[src/usm_map.svh]
`ifndef USM_MAP_SVH
`define USM_MAP_SVH
`define USM_A_PWR 8'h87
`define USM_A_CTRL 8'h98
`define USM_A_BUF 8'h99
`define USM_A_FRAC 8'h9D
`define USM_A_BINT 8'h9E
`define USM_A_CFG 8'hAF
`define USM_A_T2C 8'hC8
`define USM_B_RXDONE 0
`define USM_B_TXDONE 1
`define USM_B_RXSTOP 2
`define USM_B_REN 4
`define USM_B_FCHK 5
`define USM_B_DBL 7
`define USM_B_BTEN 7
`define USM_B_EXTOPT 6
`define USM_B_OVR 7
`define USM_B_FERR 6
`define USM_B_T2RX 5
`define USM_B_T2TX 4
`define USM_RST_CTRL 8'h00
`define USM_RST_FRAC 8'h00
`define USM_RST_BINT 8'h00
`define USM_M0_LAST 4'hB
`define USM_M0_HALF 4'h6
`define USM_OS_LAST 4'hF
`define USM_OS_MID 4'h7
`define USM_BIT_LAST 4'h7
`define USM_BIT_STOP 4'h8
`define USM_BIT_END 4'h9
`endif

[src/usm_pkg.sv]
package usm_pkg;
    typedef enum logic [1:0] {
        TX_IDLE = 2'b00,
        TX_M0 = 2'b01,
        TX_M1 = 2'b10
    } usm_tx_t;
    typedef enum logic [1:0] {
        RX_IDLE = 2'b00,
        RX_M0 = 2'b01,
        RX_START = 2'b10,
        RX_DATA = 2'b11
    } usm_rx_t;
    typedef struct packed {
        logic [7:0] addr;
        logic [7:0] wdata;
        logic wr;
        logic rd;
    } usm_bus_t;
    typedef struct packed {
        usm_tx_t tx_st;
        usm_rx_t rx_st;
        logic [7:0] ctrl;
        logic [7:0] rbuf;
        logic [7:0] frac;
        logic [7:0] bint;
        logic dbl;
        logic extopt;
        logic [1:0] t2c;
        logic [8:0] tsh;
        logic [3:0] tbit;
        logic [3:0] tsub;
        logic [7:0] rsh;
        logic [3:0] rbit;
        logic [3:0] rsub;
        logic rxd_q;
        logic t1h;
        logic [9:0] pre;
        logic [5:0] facc;
        logic swallow;
        logic [7:0] rdata;
    } usm_state_t;
endpackage : usm_pkg

[src/usm_uart.sv]
// Our own choice: the strobed register port.
`timescale 1ns/1ps
`include "usm_map.svh"
// Overview of operation
// Baud timer enable overrides all other sources.
// Enable clear gives classic timer rate sources.
// Fraction register bit 6 ignored, reads zero.
// Six-bit fractional divisor, resets to zero.
// Fraction values give tabulated baud rates.
// Mode select 00 selects shift mode.
// Shift mode: eight bits, clock twelfth.
// Buffer write starts shift-out, LSB first.
// Shift receive needs enable and clear flag.
// Mode 1 frame: start, eight, stop.
// Mode 1 rates from timer overflows.
// Transmit-done set when stop bit appears.
// Receive starts on falling receive pin.
// Accept only with flag clear, unless extended.
// Frame check requires stop bit one.
// Failed frame discarded, flag kept.
// Accepted frame: buffer, stop bit, flag.
// Overrun set on arrival with flag set.
// Framing error updated every frame.
// Prescale and extension divide by powers.
// Start bit rechecked mid-bit, false start.
// Fraction swallows periods to stretch average.
module usm_uart (
    input wire logic REF_CLK,
    input wire logic RESET,
    input wire usm_pkg::usm_bus_t BUS,
    output logic [7:0] RD_DATA,
    input wire logic T1_OVF,
    input wire logic T2_OVF,
    input wire logic RXD_IN,
    output logic RXD_OUT,
    output logic RXD_OE_N,
    output logic TXD
);
    usm_pkg::usm_state_t s_r;
    usm_pkg::usm_state_t s_nxt;
    logic mode0;
    logic mode1;
    logic p;
    logic bt;
    logic t1src;
    logic tx_tick;
    logic rx_tick;
    logic rx_final;
    logic accept;
    logic buf_wr;
    logic [9:0] mask;
    logic [6:0] fsum;

    function automatic logic [9:0] usm_mask(input logic [2:0] dv, input logic [1:0] ex);
        logic [3:0] k;
        k = {1'b0, dv} + {2'b00, ex};
        usm_mask = 10'((11'h001 << k) - 11'h001);
    endfunction : usm_mask

    always_comb begin
        mode0 = s_r.ctrl[7:6] == 2'b00;
        mode1 = s_r.ctrl[7:6] == 2'b01;
        mask = usm_mask(s_r.bint[2:0], s_r.bint[4:3]);
        p = (s_r.pre & mask) == mask;
        bt = p && !s_r.swallow;
        // Without double speed only every second Timer 1 overflow counts.
        t1src = s_r.dbl ? T1_OVF : (T1_OVF && s_r.t1h);
        if (s_r.frac[`USM_B_BTEN]) begin
            tx_tick = bt;
            rx_tick = bt;
        end else begin
            tx_tick = s_r.t2c[`USM_B_T2TX - 4] ? T2_OVF : t1src;
            rx_tick = s_r.t2c[`USM_B_T2RX - 4] ? T2_OVF : t1src;
        end
        rx_final = s_r.rx_st == usm_pkg::RX_DATA && rx_tick && s_r.rsub == `USM_OS_LAST
            && s_r.rbit == `USM_BIT_STOP;
        accept = (s_r.extopt || !s_r.ctrl[`USM_B_RXDONE])
            && (!s_r.ctrl[`USM_B_FCHK] || RXD_IN);
        buf_wr = BUS.wr && BUS.addr == `USM_A_BUF;
        fsum = {1'b0, s_r.facc} + {1'b0, s_r.frac[5:0]};
    end

    always_comb begin
        s_nxt = s_r;
        s_nxt.pre = s_r.pre + 10'h001;
        s_nxt.rxd_q = RXD_IN;
        s_nxt.rdata = 8'h00;
        if (T1_OVF) begin
            s_nxt.t1h = !s_r.t1h;
        end
        if (p) begin
            if (s_r.swallow) begin
                s_nxt.swallow = 1'b0;
            end else begin
                s_nxt.facc = fsum[5:0];
                s_nxt.swallow = fsum[6];
            end
        end
        if (BUS.rd) begin
            case (BUS.addr)
                `USM_A_PWR: s_nxt.rdata = {s_r.dbl, 7'h00};
                `USM_A_CTRL: s_nxt.rdata = s_r.ctrl;
                `USM_A_BUF: s_nxt.rdata = s_r.rbuf;
                `USM_A_FRAC: s_nxt.rdata = s_r.frac;
                `USM_A_BINT: s_nxt.rdata = s_r.bint;
                `USM_A_CFG: s_nxt.rdata = {1'b0, s_r.extopt, 6'h00};
                `USM_A_T2C: s_nxt.rdata = {2'b00, s_r.t2c, 4'h0};
                default: s_nxt.rdata = 8'h00;
            endcase
        end
        if (BUS.wr) begin
            case (BUS.addr)
                `USM_A_PWR: s_nxt.dbl = BUS.wdata[`USM_B_DBL];
                `USM_A_CTRL: s_nxt.ctrl = BUS.wdata;
                `USM_A_FRAC: s_nxt.frac = {BUS.wdata[7], 1'b0, BUS.wdata[5:0]};
                `USM_A_BINT: begin
                    s_nxt.bint[4:0] = BUS.wdata[4:0];
                    if (!BUS.wdata[`USM_B_OVR]) begin
                        s_nxt.bint[`USM_B_OVR] = 1'b0;
                    end
                end
                `USM_A_CFG: s_nxt.extopt = BUS.wdata[`USM_B_EXTOPT];
                `USM_A_T2C: s_nxt.t2c = BUS.wdata[5:4];
                default: s_nxt.rdata = s_nxt.rdata;
            endcase
        end
        // Hardware flag sets come after the software writes so that they win.
        unique case (s_r.tx_st)
            usm_pkg::TX_IDLE: begin
                if (buf_wr && !(mode0 && s_r.rx_st != usm_pkg::RX_IDLE)) begin
                    s_nxt.tsh = {1'b1, BUS.wdata};
                    s_nxt.tbit = 4'h0;
                    s_nxt.tsub = 4'h0;
                    if (mode0) begin
                        s_nxt.tx_st = usm_pkg::TX_M0;
                    end else if (mode1) begin
                        s_nxt.tx_st = usm_pkg::TX_M1;
                    end
                end
            end
            usm_pkg::TX_M0: begin
                if (s_r.tsub == `USM_M0_LAST) begin
                    s_nxt.tsub = 4'h0;
                    s_nxt.tsh = {1'b1, s_r.tsh[8:1]};
                    s_nxt.tbit = s_r.tbit + 4'h1;
                    if (s_r.tbit == `USM_BIT_LAST) begin
                        s_nxt.tx_st = usm_pkg::TX_IDLE;
                        s_nxt.ctrl[`USM_B_TXDONE] = 1'b1;
                    end
                end else begin
                    s_nxt.tsub = s_r.tsub + 4'h1;
                end
            end
            usm_pkg::TX_M1: begin
                if (tx_tick) begin
                    if (s_r.tsub == `USM_OS_LAST) begin
                        s_nxt.tsub = 4'h0;
                        s_nxt.tbit = s_r.tbit + 4'h1;
                        if (s_r.tbit != 4'h0) begin
                            s_nxt.tsh = {1'b1, s_r.tsh[8:1]};
                        end
                        if (s_r.tbit == `USM_BIT_STOP) begin
                            s_nxt.ctrl[`USM_B_TXDONE] = 1'b1;
                        end
                        if (s_r.tbit == `USM_BIT_END) begin
                            s_nxt.tx_st = usm_pkg::TX_IDLE;
                        end
                    end else begin
                        s_nxt.tsub = s_r.tsub + 4'h1;
                    end
                end
            end
            default: s_nxt.tx_st = usm_pkg::TX_IDLE;
        endcase
        unique case (s_r.rx_st)
            usm_pkg::RX_IDLE: begin
                s_nxt.rsub = 4'h0;
                s_nxt.rbit = 4'h0;
                if (mode0 && s_r.ctrl[`USM_B_REN] && !s_r.ctrl[`USM_B_RXDONE]
                    && s_r.tx_st == usm_pkg::TX_IDLE && !buf_wr) begin
                    s_nxt.rx_st = usm_pkg::RX_M0;
                end else if (mode1 && s_r.ctrl[`USM_B_REN] && s_r.rxd_q && !RXD_IN) begin
                    s_nxt.rx_st = usm_pkg::RX_START;
                end
            end
            usm_pkg::RX_M0: begin
                if (s_r.rsub == `USM_M0_HALF) begin
                    s_nxt.rsh = {RXD_IN, s_r.rsh[7:1]};
                end
                if (s_r.rsub == `USM_M0_LAST) begin
                    s_nxt.rsub = 4'h0;
                    s_nxt.rbit = s_r.rbit + 4'h1;
                    if (s_r.rbit == `USM_BIT_LAST) begin
                        s_nxt.rx_st = usm_pkg::RX_IDLE;
                        s_nxt.rbuf = s_r.rsh;
                        s_nxt.ctrl[`USM_B_RXDONE] = 1'b1;
                    end
                end else begin
                    s_nxt.rsub = s_r.rsub + 4'h1;
                end
            end
            usm_pkg::RX_START: begin
                if (rx_tick) begin
                    if (s_r.rsub == `USM_OS_MID) begin
                        s_nxt.rsub = 4'h0;
                        s_nxt.rx_st = RXD_IN ? usm_pkg::RX_IDLE : usm_pkg::RX_DATA;
                    end else begin
                        s_nxt.rsub = s_r.rsub + 4'h1;
                    end
                end
            end
            usm_pkg::RX_DATA: begin
                if (rx_tick) begin
                    if (s_r.rsub == `USM_OS_LAST) begin
                        s_nxt.rsub = 4'h0;
                        if (s_r.rbit == `USM_BIT_STOP) begin
                            s_nxt.rx_st = usm_pkg::RX_IDLE;
                        end else begin
                            s_nxt.rsh = {RXD_IN, s_r.rsh[7:1]};
                            s_nxt.rbit = s_r.rbit + 4'h1;
                        end
                    end else begin
                        s_nxt.rsub = s_r.rsub + 4'h1;
                    end
                end
            end
        endcase
        if (rx_final) begin
            s_nxt.bint[`USM_B_FERR] = !RXD_IN;
            if (s_r.ctrl[`USM_B_RXDONE]) begin
                s_nxt.bint[`USM_B_OVR] = 1'b1;
            end
            if (accept) begin
                s_nxt.rbuf = s_r.rsh;
                s_nxt.ctrl[`USM_B_RXSTOP] = RXD_IN;
                s_nxt.ctrl[`USM_B_RXDONE] = 1'b1;
            end
        end
    end

    always_ff @(posedge REF_CLK or posedge RESET) begin
        if (RESET) begin
            s_r <= '0;
            s_r.ctrl <= `USM_RST_CTRL;
            s_r.tsh <= 9'h1FF;
            s_r.frac <= `USM_RST_FRAC;
            s_r.bint <= `USM_RST_BINT;
            s_r.rxd_q <= 1'b1;
        end else begin
            s_r <= s_nxt;
        end
    end

    always_comb begin
        RD_DATA = s_r.rdata;
        RXD_OUT = s_r.tsh[0];
        RXD_OE_N = s_r.tx_st != usm_pkg::TX_M0;
        if (s_r.tx_st == usm_pkg::TX_M0) begin
            TXD = s_r.tsub >= `USM_M0_HALF;
        end else if (s_r.rx_st == usm_pkg::RX_M0) begin
            TXD = s_r.rsub >= `USM_M0_HALF;
        end else if (s_r.tx_st == usm_pkg::TX_M1) begin
            TXD = (s_r.tbit == 4'h0) ? 1'b0 : s_r.tsh[0];
        end else begin
            TXD = 1'b1;
        end
    end
endmodule : usm_uart

[config.mk]
export PLATFORM = sky130hd
export DESIGN_NAME = usm_uart
export DESIGN_NICKNAME = d
export VERILOG_FILES = /design/src/usm_pkg.sv /design/src/usm_uart.sv
export VERILOG_INCLUDE_DIRS = /design/src /design/src/src
export SDC_FILE = /design/constraint.sdc
export NUM_CORES = 1
export LEC_CHECK = 0
export BUFFER_PORTS_ARGS = -buffer_cell sky130_fd_sc_hd__buf_2
export CAP_MARGIN = 20
export CORE_ASPECT_RATIO = 0.9
export CORE_UTILIZATION = 35
export CTS_BUF_LIST = sky130_fd_sc_hd__clkbuf_8
export DETAILED_ROUTE_END_ITERATION = 16
export PLACE_DENSITY = 0.51
export SYNTH_ARGS = -nofsm -noshare
export SYNTH_HDL_FRONTEND = slang
export SYNTH_SLANG_ARGS = --single-unit
[constraint.sdc]
create_clock -name REF_CLK -period 4.4 [get_ports REF_CLK]
set_input_delay 0.66 -clock REF_CLK [delete_from_list [all_inputs] [get_ports REF_CLK]]
set_output_delay 0.66 -clock REF_CLK [all_outputs]
set_load 0.02 [all_outputs]
==> impl_results.md <==
* CTS tree: yes
* Crit path cell chain: ha_1, inv_1, fa_1, a211oi_4, nand2_1, nand2_1, nand3_1, ha_2, o32ai_1, a2111oi_4, and2_4, nand4_4, a2111oi_4, buf_4, mux2_2
* Global-route wire length before repair at 24200 um
* Fin crit period at 4110 ps
* Detailed Route Iter0 Violations at 251
* Final wirelength at 15000 um
* Final max-slew violation count at 0
* Slowest stage cell, crit path: fa_1
* Total power divided by cell area at 388 nW/um^2
* Routed Antenna Nets at 0
* Async set or reset register ratio after synthesis at 100%
* Syn Nets at 643
* Worst hold slack at 417 ps
* M1 WL at 7390 um
* Max VDD drop at 0.184 mV
* Hpwl dp at 11000 um
* Post-synth EDFFs at 0
* Syn Inst Count at 595
* Clock-pin slew on the worst setup and hold paths at 100 ps
* Setup violators final at 0
* Fraction of layout cells with a size suffix above 1 at 19.6%
* Commonest cells after routing, fill and taps aside: dfrtp_1, nand2_1, o21ai_0
* Commonest non-fill, non-tap cell in the layout: dfrtp_1
* Crit Path Category: reg -> reg
* Tcrit/Tclk final at 93.5%
* Slew margin rel. at 45.0%
* Clock sink count at 97
* Type of origin of the critical path: flop
* Top Layer Used: met4
* Worst R2R Start: s_r[67]
* Largest cells by area after synthesis: dfrtp_1, mux2_2, ha_1
* Post-DR vias/cell at 5.51
* Max FO, Critical Path at 10
* Flops & latches, synth at 97
* WL/cell at 18.1 um
* Die Ht at 124 um
* Number of antenna diodes at 0
* Hold buffers post-CTS at 0
* Post-Route Setup TNS at 0 ps
* Crit path from: s_r[67]
* Core Region at 16100 um^2
* Routed length on met2 at 6800 um
* Number of global-route vias before repair at 4436
* Area Growth Syn to Fin at 8.67%
* GPL Wtd Cong at 0.808
* Mapped Area at 5790 um^2
* Total gr overflow at 0
* Root Buffer: clkbuf_8
* Worst endpoint required time at 4670 ps
* Clk pwr share at 22.2%
* Vias at 4559
* Top cell type's share of synthesized area at 38.0%
* Die ar. at 17100 um^2
* Post-Syn Area per Cell at 9.73 um^2
* Yosys Warn Count at 0
* Nets at 664
* Synth Flop Type: dfrtp_1
* Status: finished, final reports clean
* P_sw at 0.895 mW
* Max_cap viols at 0
* Detailed Routing Iterations Pass 1 at 5
* Ports at 34
* Crit. End Element: flop
* Max Freq at 0.243 GHz
* Die span in x at 138 um
* # fillers at 1628
* Gr usage total at 18.9%
* Total CTS buffers at 9
* Clk_lat worst skew at 390 ps
* Placement Rows at 44
* Largest net degree at the start of global routing at 64
* Area leader, netlist: dfrtp_1
* CP arrival at 4390 ps
* H-tree depth at 3
* Switching part of the total at 36.7%
* Lkg Pwr at 2.74 nW
* Initial antenna violation count at 0
* Distinct cells, synth at 73
* Pint at 1.54 mW
* DRC at 0
* Worst clock skew at 12.6 ps
* Max stage delay on crit path at 420 ps
* RSZ-0062 raised after global routing: no
* Hold/Removal Path Class: in -> async
* Combinational share of power at 30.3%
* Seq pwr share at 47.5%
* Sequential area share after synthesis at 42.1%
* Starting density of the core at 35.9%
* Worst Tran Pin Value at 814 ps
* I/O Buffers at 33
* Final Hold Fails at 0
* Largest buffer count on any clock path at 2
* Met3 wire length at 521 um
-- registers in the layout (all words and copies together) (netlist names) --
signal	count
RD_DATA	8
RXD_OUT	1
s_r	88
-- critical path, delay by kind of cell, from the launching register on --
family,cells,cell delay [ps]
simple gates,5,790
flops,1,400
buf+inv,2,310
compound gates,4,1140
fa+ha+maj,3,1020
mux,1,340
-- timing repair --
action | CTS | global route
buffers inserted | 0 | 1
setup endpoints to repair | 0 | 21
gates resized for setup | 0 | 1
-- layer usage --
layer | GRT usage [%] | vias to the layer above
met5 | 0 | -
met1 | 27.3 | 2253
met3 | 2.81 | 21
met2 | 28.1 | 100
met4 | 7.49 | 0
li1 | - | 2185
-- per-stage QoR --
| step | cell area, um^2 | power, mW | util (%) | cells | setup slack [ps] |
|---|---|---|---|---|---|
| floorplan | 5790 | 1.71 | - | 595 | 700 |
| global placement | 6110 | 1.89 | 37.9 | 811 | 342 |
| detailed placement | 6110 | 1.91 | 37.9 | 811 | 220 |
| CTS | 6280 | 2.46 | 38.9 | 827 | 193 |
| global route | 6290 | 2.61 | 39.0 | 828 | 40.1 |
| finish | 6290 | 2.44 | 39.0 | 828 | 285 |
-- synth_stat cells (4+ instances only) --
| cell type | n |
|---|---|
| a21o_1 | 7 |
| a21oi_1 | 19 |
| a22oi_1 | 10 |
| a31oi_1 | 7 |
| buf_2 | 5 |
| buf_4 | 8 |
| clkbuf_1 | 17 |
| dfrtp_1 | 88 |
| dfstp_2 | 9 |
| ha_1 | 23 |
| inv_1 | 37 |
| mux2_2 | 38 |
| mux2i_1 | 10 |
| nand2_1 | 64 |
| nand2b_1 | 8 |
| nand3_1 | 20 |
| nand4_1 | 7 |
| nand4b_1 | 4 |
| nor2_1 | 39 |
| nor2b_1 | 8 |
| nor3_1 | 8 |
| nor3b_1 | 5 |
| o211ai_1 | 5 |
| o21a_1 | 4 |
| o21ai_0 | 49 |
| o31ai_1 | 4 |
| o41ai_1 | 7 |
| or3_1 | 7 |
| xnor2_1 | 10 |
| xor2_1 | 6 |
-- cell type report --
type                    count  area [um^2]  area share, %
well taps                 207          259           4.12
repair buffers             41          225           3.58
multi-input cells         430         3050           48.5
flip-flops and latches     97         2440           38.8
clock inverters             7         48.8          0.776
clock buffers               9          124           1.97
inverters                  37          141           2.25
-- power groups by stage --
stage / Clock [mW] / Sequential [mW] / Combinational (mW)
final: 0.542 / 1.16 / 0.738
after global routing: 0.595 / 1.18 / 0.833
after CTS: 0.563 / 1.16 / 0.743
after detailed placement: 0 / 1.17 / 0.740
after global placement: 0 / 1.17 / 0.716
after floorplan: 0 / 1.11 / 0.603
-- logic make-up (layout without fill, tap and decap cells) --
kind of cell | after synthesis | count (layout) | share of synthesized area (%)
AO/OA/AOI/OAI | 144 | 144 | 17.4
adder cells (fa/ha/maj) | 25 | 25 | 5.66
XOR/XNOR | 16 | 16 | 2.42
flip-flops | 97 | 97 | 42.1
buffers and inverters | 68 | 94 | 5.17
multiplexers | 49 | 49 | 9.38
AND/OR/NAND/NOR | 196 | 196 | 17.9
-- worst paths after layout --
kind                           end  slack [ps]  cells after the start
setup / recovery           s_r[40]         290                     15
hold / removal             s_r[11]         420                      2
setup reg to reg           s_r[40]         290                     15
hold reg to reg            s_r[25]         470                      1
max in group asynchronous  s_r[90]        3000                      3
min in group REF_CLK       s_r[25]         470                      1
Power figures use the tool's default switching activity.
